<file path="config.mk">
export PLATFORM = sky130hd
export DESIGN_NAME = psfr_top
export DESIGN_NICKNAME = d
export VERILOG_FILES = /design/src/psfr_pkg.sv /design/src/psfr_fault_if.sv /design/src/psfr_sync.sv /design/src/psfr_group.sv /design/src/psfr_top.sv
export SDC_FILE = /design/constraint.sdc
export NUM_CORES = 1
export LEC_CHECK = 0
export BUFFER_PORTS_ARGS = -buffer_cell sky130_fd_sc_hd__buf_2
export CAP_MARGIN = 25
export CORE_MARGIN = 4
export CORE_UTILIZATION = 51
export CTS_CLUSTER_DIAMETER = 60
export DETAILED_ROUTE_END_ITERATION = 7
export PLACE_DENSITY_LB_ADDON = 0.25
export SYNTH_ARGS = -nofsm -noshare
export SYNTH_HDL_FRONTEND = slang
export SYNTH_SLANG_ARGS = --single-unit
</file>
<file path="constraint.sdc">
create_clock -name core_clk -period 2.14 [get_ports core_clk]
set_clock_uncertainty 0.05 [all_clocks]
set_input_delay 0.428 -clock core_clk [delete_from_list [all_inputs] [get_ports core_clk]]
set_output_delay 0.428 -clock core_clk [all_outputs]
set_load 0.01 [all_outputs]
</file>
<file path="src/psfr_pkg.sv">
// shared constants and types for the power stage fault reporting block
package psfr_pkg;
	// half-bridge count and channel indices
	localparam int NUM_HB = 4;
	localparam int HB_A = 0;
	localparam int HB_B = 1;
	localparam int HB_C = 2;
	localparam int HB_D = 3;
	// output configuration encodings on the mode input
	localparam logic [1:0] MODE_BRIDGE_TIED = 2'h0;
	localparam logic [1:0] MODE_PARALLEL_BRIDGE = 2'h1;
	localparam logic [1:0] MODE_SINGLE_ENDED = 2'h2;
	// group masks per half-bridge set
	localparam logic [3:0] GRP_AB = 4'h3;
	localparam logic [3:0] GRP_CD = 4'hC;
	localparam logic [3:0] GRP_ALL = 4'hF;
	localparam logic [3:0] GRP_NONE = 4'h0;
	// reset values of the status flags (released, high)
	localparam logic FLAG_RELEASED = 1'h1;
	// clock rate and fault-to-reset spacing the controller must keep
	localparam int CLK_MHZ = 100;
	localparam int RESET_HOLDOFF_MS = 4;
	localparam int RESET_HOLDOFF_CYC = RESET_HOLDOFF_MS * 1000 * CLK_MHZ;
	// top-level state
	typedef enum logic [1:0] {PSFR_POWERUP, PSFR_RUN, PSFR_LATCHED} psfr_state_e;
endpackage

</file>
<file path="src/psfr_fault_if.sv">
// fault bus carried between the top and the grouping unit
`timescale 1ns/1ps
interface psfr_fault_if;
	logic [3:0] chanErr;
	logic [3:0] bootUv;
	logic [1:0] mode;
	logic [3:0] hbOff;
	modport src (output chanErr, output bootUv, output mode, input hbOff);
	modport grp (input chanErr, input bootUv, input mode, output hbOff);
endinterface

</file>
<file path="src/psfr_sync.sv">
// two-flop synchroniser for a bundle of asynchronous fault inputs
`timescale 1ns/1ps
module psfr_sync #(
	parameter int W = 1
) (
	// clock and reset
	input wire logic core_clk,
	input wire logic rstn,
	// data
	input wire logic [W-1:0] din,
	output logic [W-1:0] dout
);
	logic [W-1:0] meta_r;
	logic [W-1:0] meta_nxt;
	logic [W-1:0] sync_r;
	logic [W-1:0] sync_nxt;

	// only the second stage is ever read outside
	always_comb begin
		meta_nxt = din;
		sync_nxt = meta_r;
	end

	always_ff @(posedge core_clk or negedge rstn) begin
		if (!rstn) begin
			meta_r <= '0;
			sync_r <= '0;
		end else begin
			meta_r <= meta_nxt;
			sync_r <= sync_nxt;
		end
	end

	assign dout = sync_r;
endmodule

</file>
<file path="src/psfr_group.sv">
// maps per-channel errors onto half-bridge shutdown groups
`timescale 1ns/1ps
module psfr_group (
	// fault bus
	psfr_fault_if.grp fb
);
	logic [3:0] grpOff;

	always_comb begin
		grpOff = psfr_pkg::GRP_NONE;
		if (fb.mode == psfr_pkg::MODE_PARALLEL_BRIDGE) begin
			if (|fb.chanErr) begin
				grpOff = psfr_pkg::GRP_ALL;
			end
		end else begin
			if (|(fb.chanErr & psfr_pkg::GRP_AB)) begin
				grpOff = grpOff | psfr_pkg::GRP_AB;
			end
			if (|(fb.chanErr & psfr_pkg::GRP_CD)) begin
				grpOff = grpOff | psfr_pkg::GRP_CD;
			end
		end
	end

	assign fb.hbOff = grpOff | fb.bootUv;
endmodule

</file>
<file path="src/psfr_top.sv">
// fault handling and status flag logic of a four half-bridge power stage
// How it works
// - any fault that shuts the stage down pulls the shutdown flag low.
// - high warning flags go low while temperature is above 125 C.
// - low warning flag goes low while temperature is above 100 C.
// - all flags high is normal; warning alone keeps shutdown high.
// - flags are active-low open-drain outputs toward the controller.
// - reset low forces the shutdown flag high whatever faults exist.
// - a fault puts affected outputs in high impedance; all but bootstrap undervoltage lower shutdown.
// - undervoltage and bootstrap undervoltage recover by themselves once removed.
// - channel errors turn off A+B or C+D, or all in parallel mode.
// - bootstrap undervoltage turns off only its own half-bridge.
// - outputs stay off until gate-drive and common supplies are good.
// - reset low enables weak pulldowns to charge bootstrap capacitors, except in single-ended mode.
// - overtemperature error latches until reset is asserted.
// - overload recovers only on a rising edge of reset.
// - reset low forces all four half-bridges into high impedance.
`timescale 1ns/1ps
module psfr_top (
	// clock and reset
	input wire logic core_clk,
	input wire logic rstn,
	// device reset pin, active low, from the controller
	input wire logic devResetN,
	// output configuration
	input wire logic bridgeTiedMode,
	input wire logic parallelBridgeMode,
	input wire logic singleEndedMode,
	// fault detections
	input wire logic overtempError,
	input wire logic tempAbove100,
	input wire logic tempAbove125,
	input wire logic [3:0] overloadProtect,
	input wire logic undervoltageProtect,
	input wire logic gateDriveSupplyOk,
	input wire logic commonSupplyOk,
	input wire logic [3:0] bootUndervoltage,
	// half-bridge control
	output logic [3:0] hbHiZ,
	output logic [3:0] hbPulldown,
	// open-drain flags: level, output enable
	output logic shutdownFlagN,
	output logic shutdownFlagOe,
	output logic tempWarningN,
	output logic tempWarningOe,
	output logic tempWarningLowN,
	output logic tempWarningLowOe,
	output logic tempWarningHighN,
	output logic tempWarningHighOe,
	// controller may release reset once this is high
	output logic resetReleaseOk
);
	localparam int SW = 16;
	logic [SW-1:0] syncIn;
	logic [SW-1:0] syncOut;
	logic rstPin;
	logic modePbtl;
	logic modeSe;
	logic oteS;
	logic w100S;
	logic w125S;
	logic [3:0] olS;
	logic uvS;
	logic gOk;
	logic cOk;
	logic [3:0] bootS;
	logic [1:0] modeEnc;

	// every pin passes two flops before use
	// detections sampled on block clock
	assign syncIn = {devResetN, parallelBridgeMode, singleEndedMode, overtempError,
		tempAbove100, tempAbove125, overloadProtect, undervoltageProtect,
		gateDriveSupplyOk, commonSupplyOk, bootUndervoltage[3:1]};
	psfr_sync #(.W(SW)) uSync (
		.core_clk(core_clk),
		.rstn(rstn),
		.din(syncIn),
		.dout(syncOut)
	);
	logic bootS0;
	psfr_sync #(.W(1)) uSyncB0 (
		.core_clk(core_clk),
		.rstn(rstn),
		.din(bootUndervoltage[0]),
		.dout(bootS0)
	);
	assign rstPin = syncOut[15];
	assign modePbtl = syncOut[14];
	assign modeSe = syncOut[13];
	assign oteS = syncOut[12];
	assign w100S = syncOut[11];
	assign w125S = syncOut[10];
	assign olS = syncOut[9:6];
	assign uvS = syncOut[5];
	assign gOk = syncOut[4];
	assign cOk = syncOut[3];
	assign bootS = {syncOut[2:0], bootS0};

	// bridge-tied is the default when no other mode pin is set
	assign modeEnc = modePbtl ? psfr_pkg::MODE_PARALLEL_BRIDGE :
		(modeSe ? psfr_pkg::MODE_SINGLE_ENDED : psfr_pkg::MODE_BRIDGE_TIED);

	// latched and live fault state
	psfr_pkg::psfr_state_e state_r;
	psfr_pkg::psfr_state_e state_nxt;
	logic oteLatch_r;
	logic oteLatch_nxt;
	logic [3:0] olLatch_r;
	logic [3:0] olLatch_nxt;
	logic rstPrev_r;
	logic rstPrev_nxt;
	logic supplyGood;
	logic rstRise;

	assign supplyGood = gOk & cOk & ~uvS;
	assign rstRise = rstPin & ~rstPrev_r;

	// latches: set wins, cleared only by reset pin
	always_comb begin
		rstPrev_nxt = rstPin;
		oteLatch_nxt = oteLatch_r;
		olLatch_nxt = olLatch_r;
		state_nxt = state_r;
		// overtemperature error clears while reset low
		if (!rstPin) begin
			oteLatch_nxt = 1'b0;
		end
		// overload cleared only on reset rising edge
		if (rstRise) begin
			olLatch_nxt = 4'h0;
		end
		if (oteS) begin
			oteLatch_nxt = 1'b1;
		end
		olLatch_nxt = olLatch_nxt | olS;
		case (state_r)
			psfr_pkg::PSFR_POWERUP: begin
				// wait for all supplies, any order
				if (supplyGood) begin
					state_nxt = psfr_pkg::PSFR_RUN;
				end
			end
			psfr_pkg::PSFR_RUN: begin
				if (oteS) begin
					state_nxt = psfr_pkg::PSFR_LATCHED;
				end
			end
			psfr_pkg::PSFR_LATCHED: begin
				if (!oteLatch_nxt) begin
					state_nxt = psfr_pkg::PSFR_RUN;
				end
			end
			default: begin
				state_nxt = psfr_pkg::PSFR_POWERUP;
			end
		endcase
	end

	always_ff @(posedge core_clk or negedge rstn) begin
		if (!rstn) begin
			state_r <= psfr_pkg::PSFR_POWERUP;
			oteLatch_r <= 1'b0;
			olLatch_r <= 4'h0;
			rstPrev_r <= 1'b0;
		end else begin
			state_r <= state_nxt;
			oteLatch_r <= oteLatch_nxt;
			olLatch_r <= olLatch_nxt;
			rstPrev_r <= rstPrev_nxt;
		end
	end

	// channel grouping through the fault bus
	psfr_fault_if fbus ();
	assign fbus.chanErr = olLatch_nxt;
	assign fbus.bootUv = bootS;
	assign fbus.mode = modeEnc;
	psfr_group uGroup (
		.fb(fbus.grp)
	);

	// registered outputs
	logic [3:0] hbHiZ_r;
	logic [3:0] hbHiZ_nxt;
	logic [3:0] pull_r;
	logic [3:0] pull_nxt;
	logic sdN_r;
	logic sdN_nxt;
	logic wLowN_r;
	logic wLowN_nxt;
	logic wHighN_r;
	logic wHighN_nxt;
	logic sdOe_r;
	logic wLowOe_r;
	logic wHighOe_r;
	logic globalOff;
	logic faultShut;

	// undervoltage state is live, recovers by itself
	assign globalOff = ~supplyGood | oteLatch_nxt | (state_r == psfr_pkg::PSFR_POWERUP);
	assign faultShut = globalOff | (|olLatch_nxt);

	always_comb begin
		hbHiZ_nxt = fbus.hbOff;
		pull_nxt = 4'h0;
		sdN_nxt = psfr_pkg::FLAG_RELEASED;
		// fault forces high impedance at once
		if (globalOff) begin
			hbHiZ_nxt = psfr_pkg::GRP_ALL;
		end
		if (faultShut) begin
			sdN_nxt = 1'b0;
		end
		if (!rstPin) begin
			hbHiZ_nxt = psfr_pkg::GRP_ALL;
			sdN_nxt = psfr_pkg::FLAG_RELEASED;
			// weak pulldown, not in single-ended mode
			pull_nxt = modeSe ? 4'h0 : psfr_pkg::GRP_ALL;
		end
		wLowN_nxt = ~w100S;
		wHighN_nxt = ~w125S;
	end

	always_ff @(posedge core_clk or negedge rstn) begin
		if (!rstn) begin
			hbHiZ_r <= psfr_pkg::GRP_ALL;
			pull_r <= 4'h0;
			sdN_r <= psfr_pkg::FLAG_RELEASED;
			wLowN_r <= psfr_pkg::FLAG_RELEASED;
			wHighN_r <= psfr_pkg::FLAG_RELEASED;
			sdOe_r <= ~psfr_pkg::FLAG_RELEASED;
			wLowOe_r <= ~psfr_pkg::FLAG_RELEASED;
			wHighOe_r <= ~psfr_pkg::FLAG_RELEASED;
		end else begin
			hbHiZ_r <= hbHiZ_nxt;
			pull_r <= pull_nxt;
			sdN_r <= sdN_nxt;
			wLowN_r <= wLowN_nxt;
			wHighN_r <= wHighN_nxt;
			sdOe_r <= ~sdN_nxt;
			wLowOe_r <= ~wLowN_nxt;
			wHighOe_r <= ~wHighN_nxt;
		end
	end

	// counts time since shutdown fell; limitation: advisory only
	logic [25:0] hold_r;
	logic [25:0] hold_nxt;
	logic relOk_r;
	logic relOk_nxt;
	always_comb begin
		hold_nxt = hold_r;
		relOk_nxt = relOk_r;
		if (sdN_r && !sdN_nxt) begin
			hold_nxt = 26'h0;
			relOk_nxt = 1'b0;
		end else if (hold_r < 26'(psfr_pkg::RESET_HOLDOFF_CYC)) begin
			hold_nxt = hold_r + 26'h1;
		end else begin
			relOk_nxt = 1'b1;
		end
	end
	always_ff @(posedge core_clk or negedge rstn) begin
		if (!rstn) begin
			hold_r <= 26'h0;
			relOk_r <= 1'b0;
		end else begin
			hold_r <= hold_nxt;
			relOk_r <= relOk_nxt;
		end
	end

	// open-drain, enables kept in their own flops
	assign shutdownFlagN = sdN_r;
	assign shutdownFlagOe = sdOe_r;
	assign tempWarningN = wHighN_r;
	assign tempWarningOe = wHighOe_r;
	assign tempWarningLowN = wLowN_r;
	assign tempWarningLowOe = wLowOe_r;
	assign tempWarningHighN = wHighN_r;
	assign tempWarningHighOe = wHighOe_r;
	assign hbHiZ = hbHiZ_r;
	assign hbPulldown = pull_r;
	assign resetReleaseOk = relOk_r;

	// checks
	a_reset_sd_high: assert property (@(posedge core_clk) disable iff (!rstn)
		!rstPin |=> shutdownFlagN) else $error("shutdown flag low during reset");
	a_reset_all_hiz: assert property (@(posedge core_clk) disable iff (!rstn)
		!rstPin |=> hbHiZ == 4'hF) else $error("bridge active during reset");
	a_reset_pulldown: assert property (@(posedge core_clk) disable iff (!rstn)
		(!rstPin && !modeSe) |=> hbPulldown == 4'hF) else $error("pulldown missing in reset");
	a_uv_shuts_down: assert property (@(posedge core_clk) disable iff (!rstn)
		(rstPin && uvS) |=> (!shutdownFlagN && hbHiZ == 4'hF)) else $error("uv not shut");
	a_uv_recovers: assert property (@(posedge core_clk) disable iff (!rstn)
		(rstPin && supplyGood && !oteLatch_nxt && olLatch_nxt == 4'h0
		&& state_r == psfr_pkg::PSFR_RUN) |=> shutdownFlagN) else $error("no recovery");
	a_warn_low: assert property (@(posedge core_clk) disable iff (!rstn)
		w100S |=> !tempWarningLowN) else $error("low warning missing");
	a_warn_high: assert property (@(posedge core_clk) disable iff (!rstn)
		w125S |=> (!tempWarningHighN && !tempWarningN)) else $error("high warning missing");
	a_ote_latched: assert property (@(posedge core_clk) disable iff (!rstn)
		(oteLatch_r && rstPin) |=> oteLatch_r) else $error("ote latch lost");
	a_ol_latched: assert property (@(posedge core_clk) disable iff (!rstn)
		(olLatch_r != 4'h0 && !rstRise) |=> olLatch_r != 4'h0) else $error("ol lost");
	a_parallel_bridge_mode_all_off: assert property (@(posedge core_clk) disable iff (!rstn)
		(modePbtl && olS != 4'h0) |=> hbHiZ == 4'hF) else $error("parallel_bridge_mode group");
	a_boot_own_hb: assert property (@(posedge core_clk) disable iff (!rstn)
		(bootS == 4'h1 && globalOff == 1'b0 && olLatch_nxt == 4'h0 && rstPin)
		|=> (hbHiZ == 4'h1 && shutdownFlagN)) else $error("boot uv spread");
	a_pwrup_hiz: assert property (@(posedge core_clk) disable iff (!rstn)
		(state_r == psfr_pkg::PSFR_POWERUP) |=> hbHiZ == 4'hF) else $error("early on");
	a_od_enable: assert property (@(posedge core_clk) disable iff (!rstn)
		shutdownFlagOe == !shutdownFlagN) else $error("od enable wrong");
	c_ote_trip: cover property (@(posedge core_clk) disable iff (!rstn)
		state_r == psfr_pkg::PSFR_LATCHED);
	c_ol_clear: cover property (@(posedge core_clk) disable iff (!rstn)
		olLatch_r != 4'h0 ##1 rstRise);
	c_uv_recover: cover property (@(posedge core_clk) disable iff (!rstn)
		!shutdownFlagN ##1 shutdownFlagN);
endmodule

</file>
======== Word-level counts from Yosys, hierarchy flattened ========
Index checks and enable logic that the tools add are counted.
storage, ports and cells
  latch bits .............................. 0
  input port bits ......................... 20
  RAM bits ................................ 0
  output and inout port bits .............. 17
  word-level logic and storage cells ...... 72
  flip-flop bits (word level) ............. 83
  ROM bits ................................ 0
  memories ................................ 0
operators by class
  multipliers ............................. 0
  reduce and logical (&&, ||, !) cells .... 8
  eq/ne operators ......................... 7
  shifts and indexed selects .............. 0
  $add $sub $neg .......................... 1
  bitwise logic cells ..................... 14
  div/mod/pow operators ................... 0
  order comparisons ....................... 1
  muxes and demuxes ....................... 23
operators with widths
  cell                                                                            number
  26-bit two-way mux                                                              2
  4-bit two-way mux                                                               8
  26-bit by 1-bit adder with 26-bit output, second input constant                 1
  26-bit by 19-bit less-than comparator with 1-bit output, second input constant  1
  2-bit two-way mux                                                               6
  4-bit OR                                                                        2
  1-bit two-way mux                                                               6
  2-bit != test, second input constant                                            3
  1-bit NOT                                                                       6
  2-bit one-hot mux with 3 select lines                                           1
  2-bit by 1-bit equality test with 1-bit output, second input constant           2
  2-bit OR reduction                                                              2
  4-bit OR reduction                                                              1
  1-bit bitwise AND                                                               3
  1-bit OR                                                                        3
  3-bit AND reduction                                                             1
  2-bit equality test, second input constant                                      1
  2-bit zero test                                                                 1
  2-bit by 1-bit != test with 1-bit output, second input constant                 1
  2-bit nonzero test                                                              1
  1-bit logical AND                                                               1
  1-bit zero test                                                                 1

======== Logic depth before layout (Yosys ltp) ========
  depth after elaboration ................. 11
  depth in mapped cells ................... 7
  mapped depth without buffers ............ 6

======== Modules after synthesis ========
Synthesis repeated with hierarchy kept, for this count alone.
second synthesis, totals
  cells, all modules ...................... 238
  area, all modules ....................... 2972.9 um^2
modules (own cells, without submodules)
  module               area each (um^2)  seq. area each (um^2)  times used  cells an instance
  psfr_top             2060.7            1159.9                 1           193
  psfr_sync (uSync)    800.8             800.8                  1           32
  psfr_group           61.3              0.0                    1           11
  psfr_sync (uSyncB0)  50.0              50.0                   1           2

======== Worst setup path before layout ========
No wires, ideal clock.
  kind .................................... flip-flop to flip-flop
  start point ............................. reg hold_r[16]
  end point ............................... reg hold_r[14]
  path buffers ............................ 1
  arrival ................................. 1.960 ns
  data required time ...................... 2.012 ns
  clock period less this slack ............ 2.088 ns
  slack ................................... 0.052 ns
  setup time .............................. 0.078 ns
  cell stages (with the launch flop) ...... 7
  cells stage by stage .................... dfrtp_1 nor4_2 a21oi_2 or3_4 buf_6 or4_1 a21oi_1
on the way
  longest elaborated chain between the ends .. 2
RTL lines
  element                                                  line             text
  from (decl)                                              psfr_top.sv:247  logic [25:0] hold_r;
  from (signal assigned)                                   psfr_top.sv:268  hold_r <= hold_nxt;
  26-bit by 19-bit less-than comparator with 1-bit output  psfr_top.sv:257  end else if (hold_r < 26'(psfr_pkg::RESET_HOLDOFF_CYC)) begin
  2-bit nonzero test (no line)                             n/a
Every way passes these cells.
A chain may end at the register's enable or synchronous reset.

======== Final worst setup path ========
  start point ............................. reg hold_r[13]
  end point ............................... reg hold_r[9]
The elaborated chain is that of the path after synthesis.

==> results.sh <==
export IMPL_number_of_synthesized_flops_with_an_enable_pin=0
export IMPL_cts_buffer_depth=2
export IMPL_wire_length_per_cell_after_detailed_routing_um=13.9
export IMPL_worst_setup_path_start_kind="flop"
export IMPL_grt_use_total_pct=16.5
export IMPL_drv_cap=0
export IMPL_finalSetupTns_ns=0
export IMPL_initial_drt_markers=91
export IMPL_syn_mean_instance_area_um2=12.6
export IMPL_period_share_pct=95.5
export IMPL_drt_wl_total_um=5090
export IMPL_place_gp_congestion=0.819
export IMPL_postRouteAntennaNets=0
export IMPL_net_switching_power_w=0.000743
export IMPL_p_seq_share_pct=53.7
export IMPL_worstPathMaxFanout=9
export IMPL_crit_path_end_kind="flop"
export IMPL_ctsHtreeMaxLevel=3
export IMPL_final_area_mm2=0.00354
export IMPL_num_vias=1912
export IMPL_die_area_mm2=0.00698
export IMPL_vdd_ir_drop_worst_v=0.000630
export IMPL_critical_path_cell_chain="nor4_4 -> a21oi_2 -> or3_4 -> buf_12 -> or4_1 -> nand2_1"
export IMPL_tritoncts_num_buffers=9
export IMPL_finalWorstPathRequiredPeriod_ns=2.04
export IMPL_pin_count_of_the_biggest_net_entering_global_routing=53
export IMPL_p_int_w=0.00237
export IMPL_netlist_area_mm2=0.00291
export IMPL_worstRegToRegCells=6
export IMPL_cts_sinks=80
export IMPL_antenna_found_initial=0
export IMPL_diodes=0
export IMPL_final_instance_count_excl_fill=365
export IMPL_fillCellCount=429
export IMPL_grt_first_pass_wirelength_um=9070
export IMPL_post_synth_main_area_contributors="dfrtp_1 (63%), dfstp_2 (6.3%), and2_1 (1.9%), or3_1 (1.9%), a21oi_1 (1.9%)"
export IMPL_power_per_cell_area_mw_per_mm2=879
export IMPL_core_region_area_mm2=0.00551
export IMPL_synth_ff_latch_count=80
export IMPL_use_met2_pct=25.6
export IMPL_port_buffers=35
export IMPL_dp_cells=346
export IMPL_delay_of_the_slowest_cell_on_the_worst_path_ns=0.46
export IMPL_yosys_warnings=0
export IMPL_worst_skew_pair_late_latency_ns=0.35
export IMPL_report_final_hold_viol_count=0
export IMPL_drive_gt1_share_pct=29.0
export IMPL_areaGrowthSynthToFinish_pct=21.8
export IMPL_asyncSetResetFlopFracSynth_pct=100
export IMPL_global_route_usage_met1_pct=22.1
export IMPL_floorplan_io_pins=37
export IMPL_post_drt_via_cell_ratio=5.24
export IMPL_synth_area_leader_cell="dfrtp_1"
export IMPL_synthFlopType="dfrtp_1"
export IMPL_chipWidth_um=83.5
export IMPL_run_status="finished, final reports clean"
export IMPL_busiest_layer="met2"
export IMPL_yosysSeqAreaShare_pct=69.1
export IMPL_proportion_of_netlist_area_held_by_the_largest_area_contributor_pct=62.8
export IMPL_share_clk_of_total_power_pct=39.5
export IMPL_die_height_um=83.5
export IMPL_max_slew_margin_rel_pct=72.1
export IMPL_critical_path_arrival_ns=2.28
export IMPL_leakagePower_nw=1.63
export IMPL_critical_path_slowest_cell="or4_1"
export IMPL_hold_path_class="in -> reg"
export IMPL_number_of_global_route_vias_before_repair=1942
export IMPL_power_combinational_fraction_pct=6.8
export IMPL_met3_usage_pct=5.92
export IMPL_post_cts_clock_slew_at_the_launch_and_capture_registers_of_the_worst_setup_and_hold_paths_ns=0.09
export IMPL_cts_tree="yes"
export IMPL_final_nets=309
export IMPL_power_switching_fraction_pct=23.9
export IMPL_worstHoldPathCells=1
export IMPL_yosysUniqueCellTypes=43
export IMPL_synth_net_count=251
export IMPL_worst_endpoint_required_ns=2.37
export IMPL_achievable_frequency_mhz=489
export IMPL_std_cell_rows=27
export IMPL_globalRoute_totalOverflow=0
export IMPL_hpwl_after_detailed_placement_um=3430
export IMPL_report_final_setup_viol=0
export IMPL_cts_root_buffer="clkbuf_8"
export IMPL_initial_core_util_pct=52.8
export IMPL_post_synth_inst_count=230
export IMPL_detailedRoute_firstPassIterationCount=4
export IMPL_tightestPinTransition_ns=0.416
export IMPL_drc=0
export IMPL_place_area_mm2=0.00328
export IMPL_layout_core_utilization_pct=64.3
export IMPL_criticalPathCategory="reg -> reg"
export IMPL_drv_slew=0
metrics by stage:
| stage | power, W | hold WS, ns | worst slack, ns |
|---|---|---|---|
| CTS | 0.00316 | 0.110 | 0.0380 |
| finish | 0.00311 | 0.131 | 0.0970 |
| floorplan | 0.00182 | 0.0824 | 0.0522 |
| detailed placement | 0.00191 | 0.285 | 0.0120 |
| global placement | 0.00190 | 0.283 | 0.0601 |
| global route | 0.00327 | 0.103 | -0.00472 |
cells in the mapped netlist, types with 2 or more instances:
cell type / count
a21oi_2: 2
and3_1: 2
o211ai_1: 2
o21ai_0: 9
and2_1: 9
clkbuf_1: 3
or4_1: 4
a211oi_1: 2
or3_1: 9
o21ai_1: 2
inv_1: 5
nand4_1: 5
dfrtp_1: 73
nor3_1: 3
a21oi_1: 11
o31ai_1: 2
nor4_1: 4
nand3_1: 9
mux2i_1: 2
dfstp_2: 7
a21o_1: 4
buf_4: 5
xnor2_1: 3
nand2_1: 13
nor2_1: 14
o22ai_1: 2
nand2b_1: 8
power by group through the flow:
stage	clock network [W]	logic, W	registers (W)
final	0.00123	0.000211	0.00167
after global routing	0.00133	0.000246	0.00169
after CTS	0.00127	0.000217	0.00167
after global placement	0	0.000205	0.00170
after floorplan	0	0.000128	0.00169
after detailed placement	0	0.000214	0.00170
final timing paths:
| kind | from | end | slack [ns] |
|---|---|---|---|
| max in group asynchronous | rstn | shutdownFlagN | 0.92 |
| max | hold_r[13] | hold_r[9] | 0.1 |
| min reg2reg | uSync.meta_r[15] | uSync.dout[15] | 0.30 |
| min | undervoltageProtect | uSync.meta_r[5] | 0.13 |
| max reg2reg | hold_r[13] | hold_r[9] | 0.1 |
| min in group asynchronous | rstn | uSync.dout[13] | 0.49 |
worst max-delay path: cells and delay by family, from the launching register on:
kind,cells,cell delay [ns]
AND/OR/NAND/NOR,4,1.24
AO/OA/AOI/OAI,1,0.11
buffers and inverters,1,0.15
flip-flops,1,0.44
final cells by class:
type,instances,area [um2],area share (%)
Sequential cell,80,2010,56.8
Multi-Input combinational cell,136,835,23.6
Timing Repair Buffer,56,363,10.2
Clock buffer,9,124,3.50
Clock inverter,7,101,2.86
Tap cell,72,90.1,2.54
Inverter,5,18.8,0.530
flip-flops by register name, summed over array words and instances, names as in the netlist, 2 cells and up:
signal / flops
hold_r: 26
uSync.dout: 16
uSync.meta_r: 16
hbHiZ: 4
olLatch_r: 4
state_r: 2
what timing repair did:
| action | in CTS | in global routing |
|---|---|---|
| endpoints found under the setup margin | 2 | 11 |
| hold buffers | 1 | 0 |
| resized for setup | 1 | 2 |
| pin swaps | 0 | 2 |
| cloned | 0 | 1 |
| endpoints found under the hold margin | 27 | 0 |
| setup buffers | 0 | 1 |
per-layer routing:
metal,up-vias,routed length (um)
met5,-,0
li1,927,-
met2,39,2420
met4,0,60
met3,6,261
met1,940,2350
cell families after synthesis:
group           Yosys count  synth area share (%)
compound gates           40                  8.64
xor+xnor                  4                  1.20
fa+ha+maj                 1                 0.430
buf+inv                  15                  2.88
flops                    80                  69.1
mux                       2                 0.688
simple gates             88                  17.0
cells in the final DEF, fill, tap and decap left out, drive strengths merged, types with 3 or more instances in the layout:
cell    instances
dfrtp          73
buf            55
nor2           14
nand2          13
a21oi          13
o21ai          11
or3            11
nand3           9
and2            9
clkbuf          9
nand2b          8
inv             8
dfstp           7
nand4           5
nor4            5
a21o            4
or4             4
nor3            3
xnor2           3
Note: power is estimated with default switching activity, not from simulation.
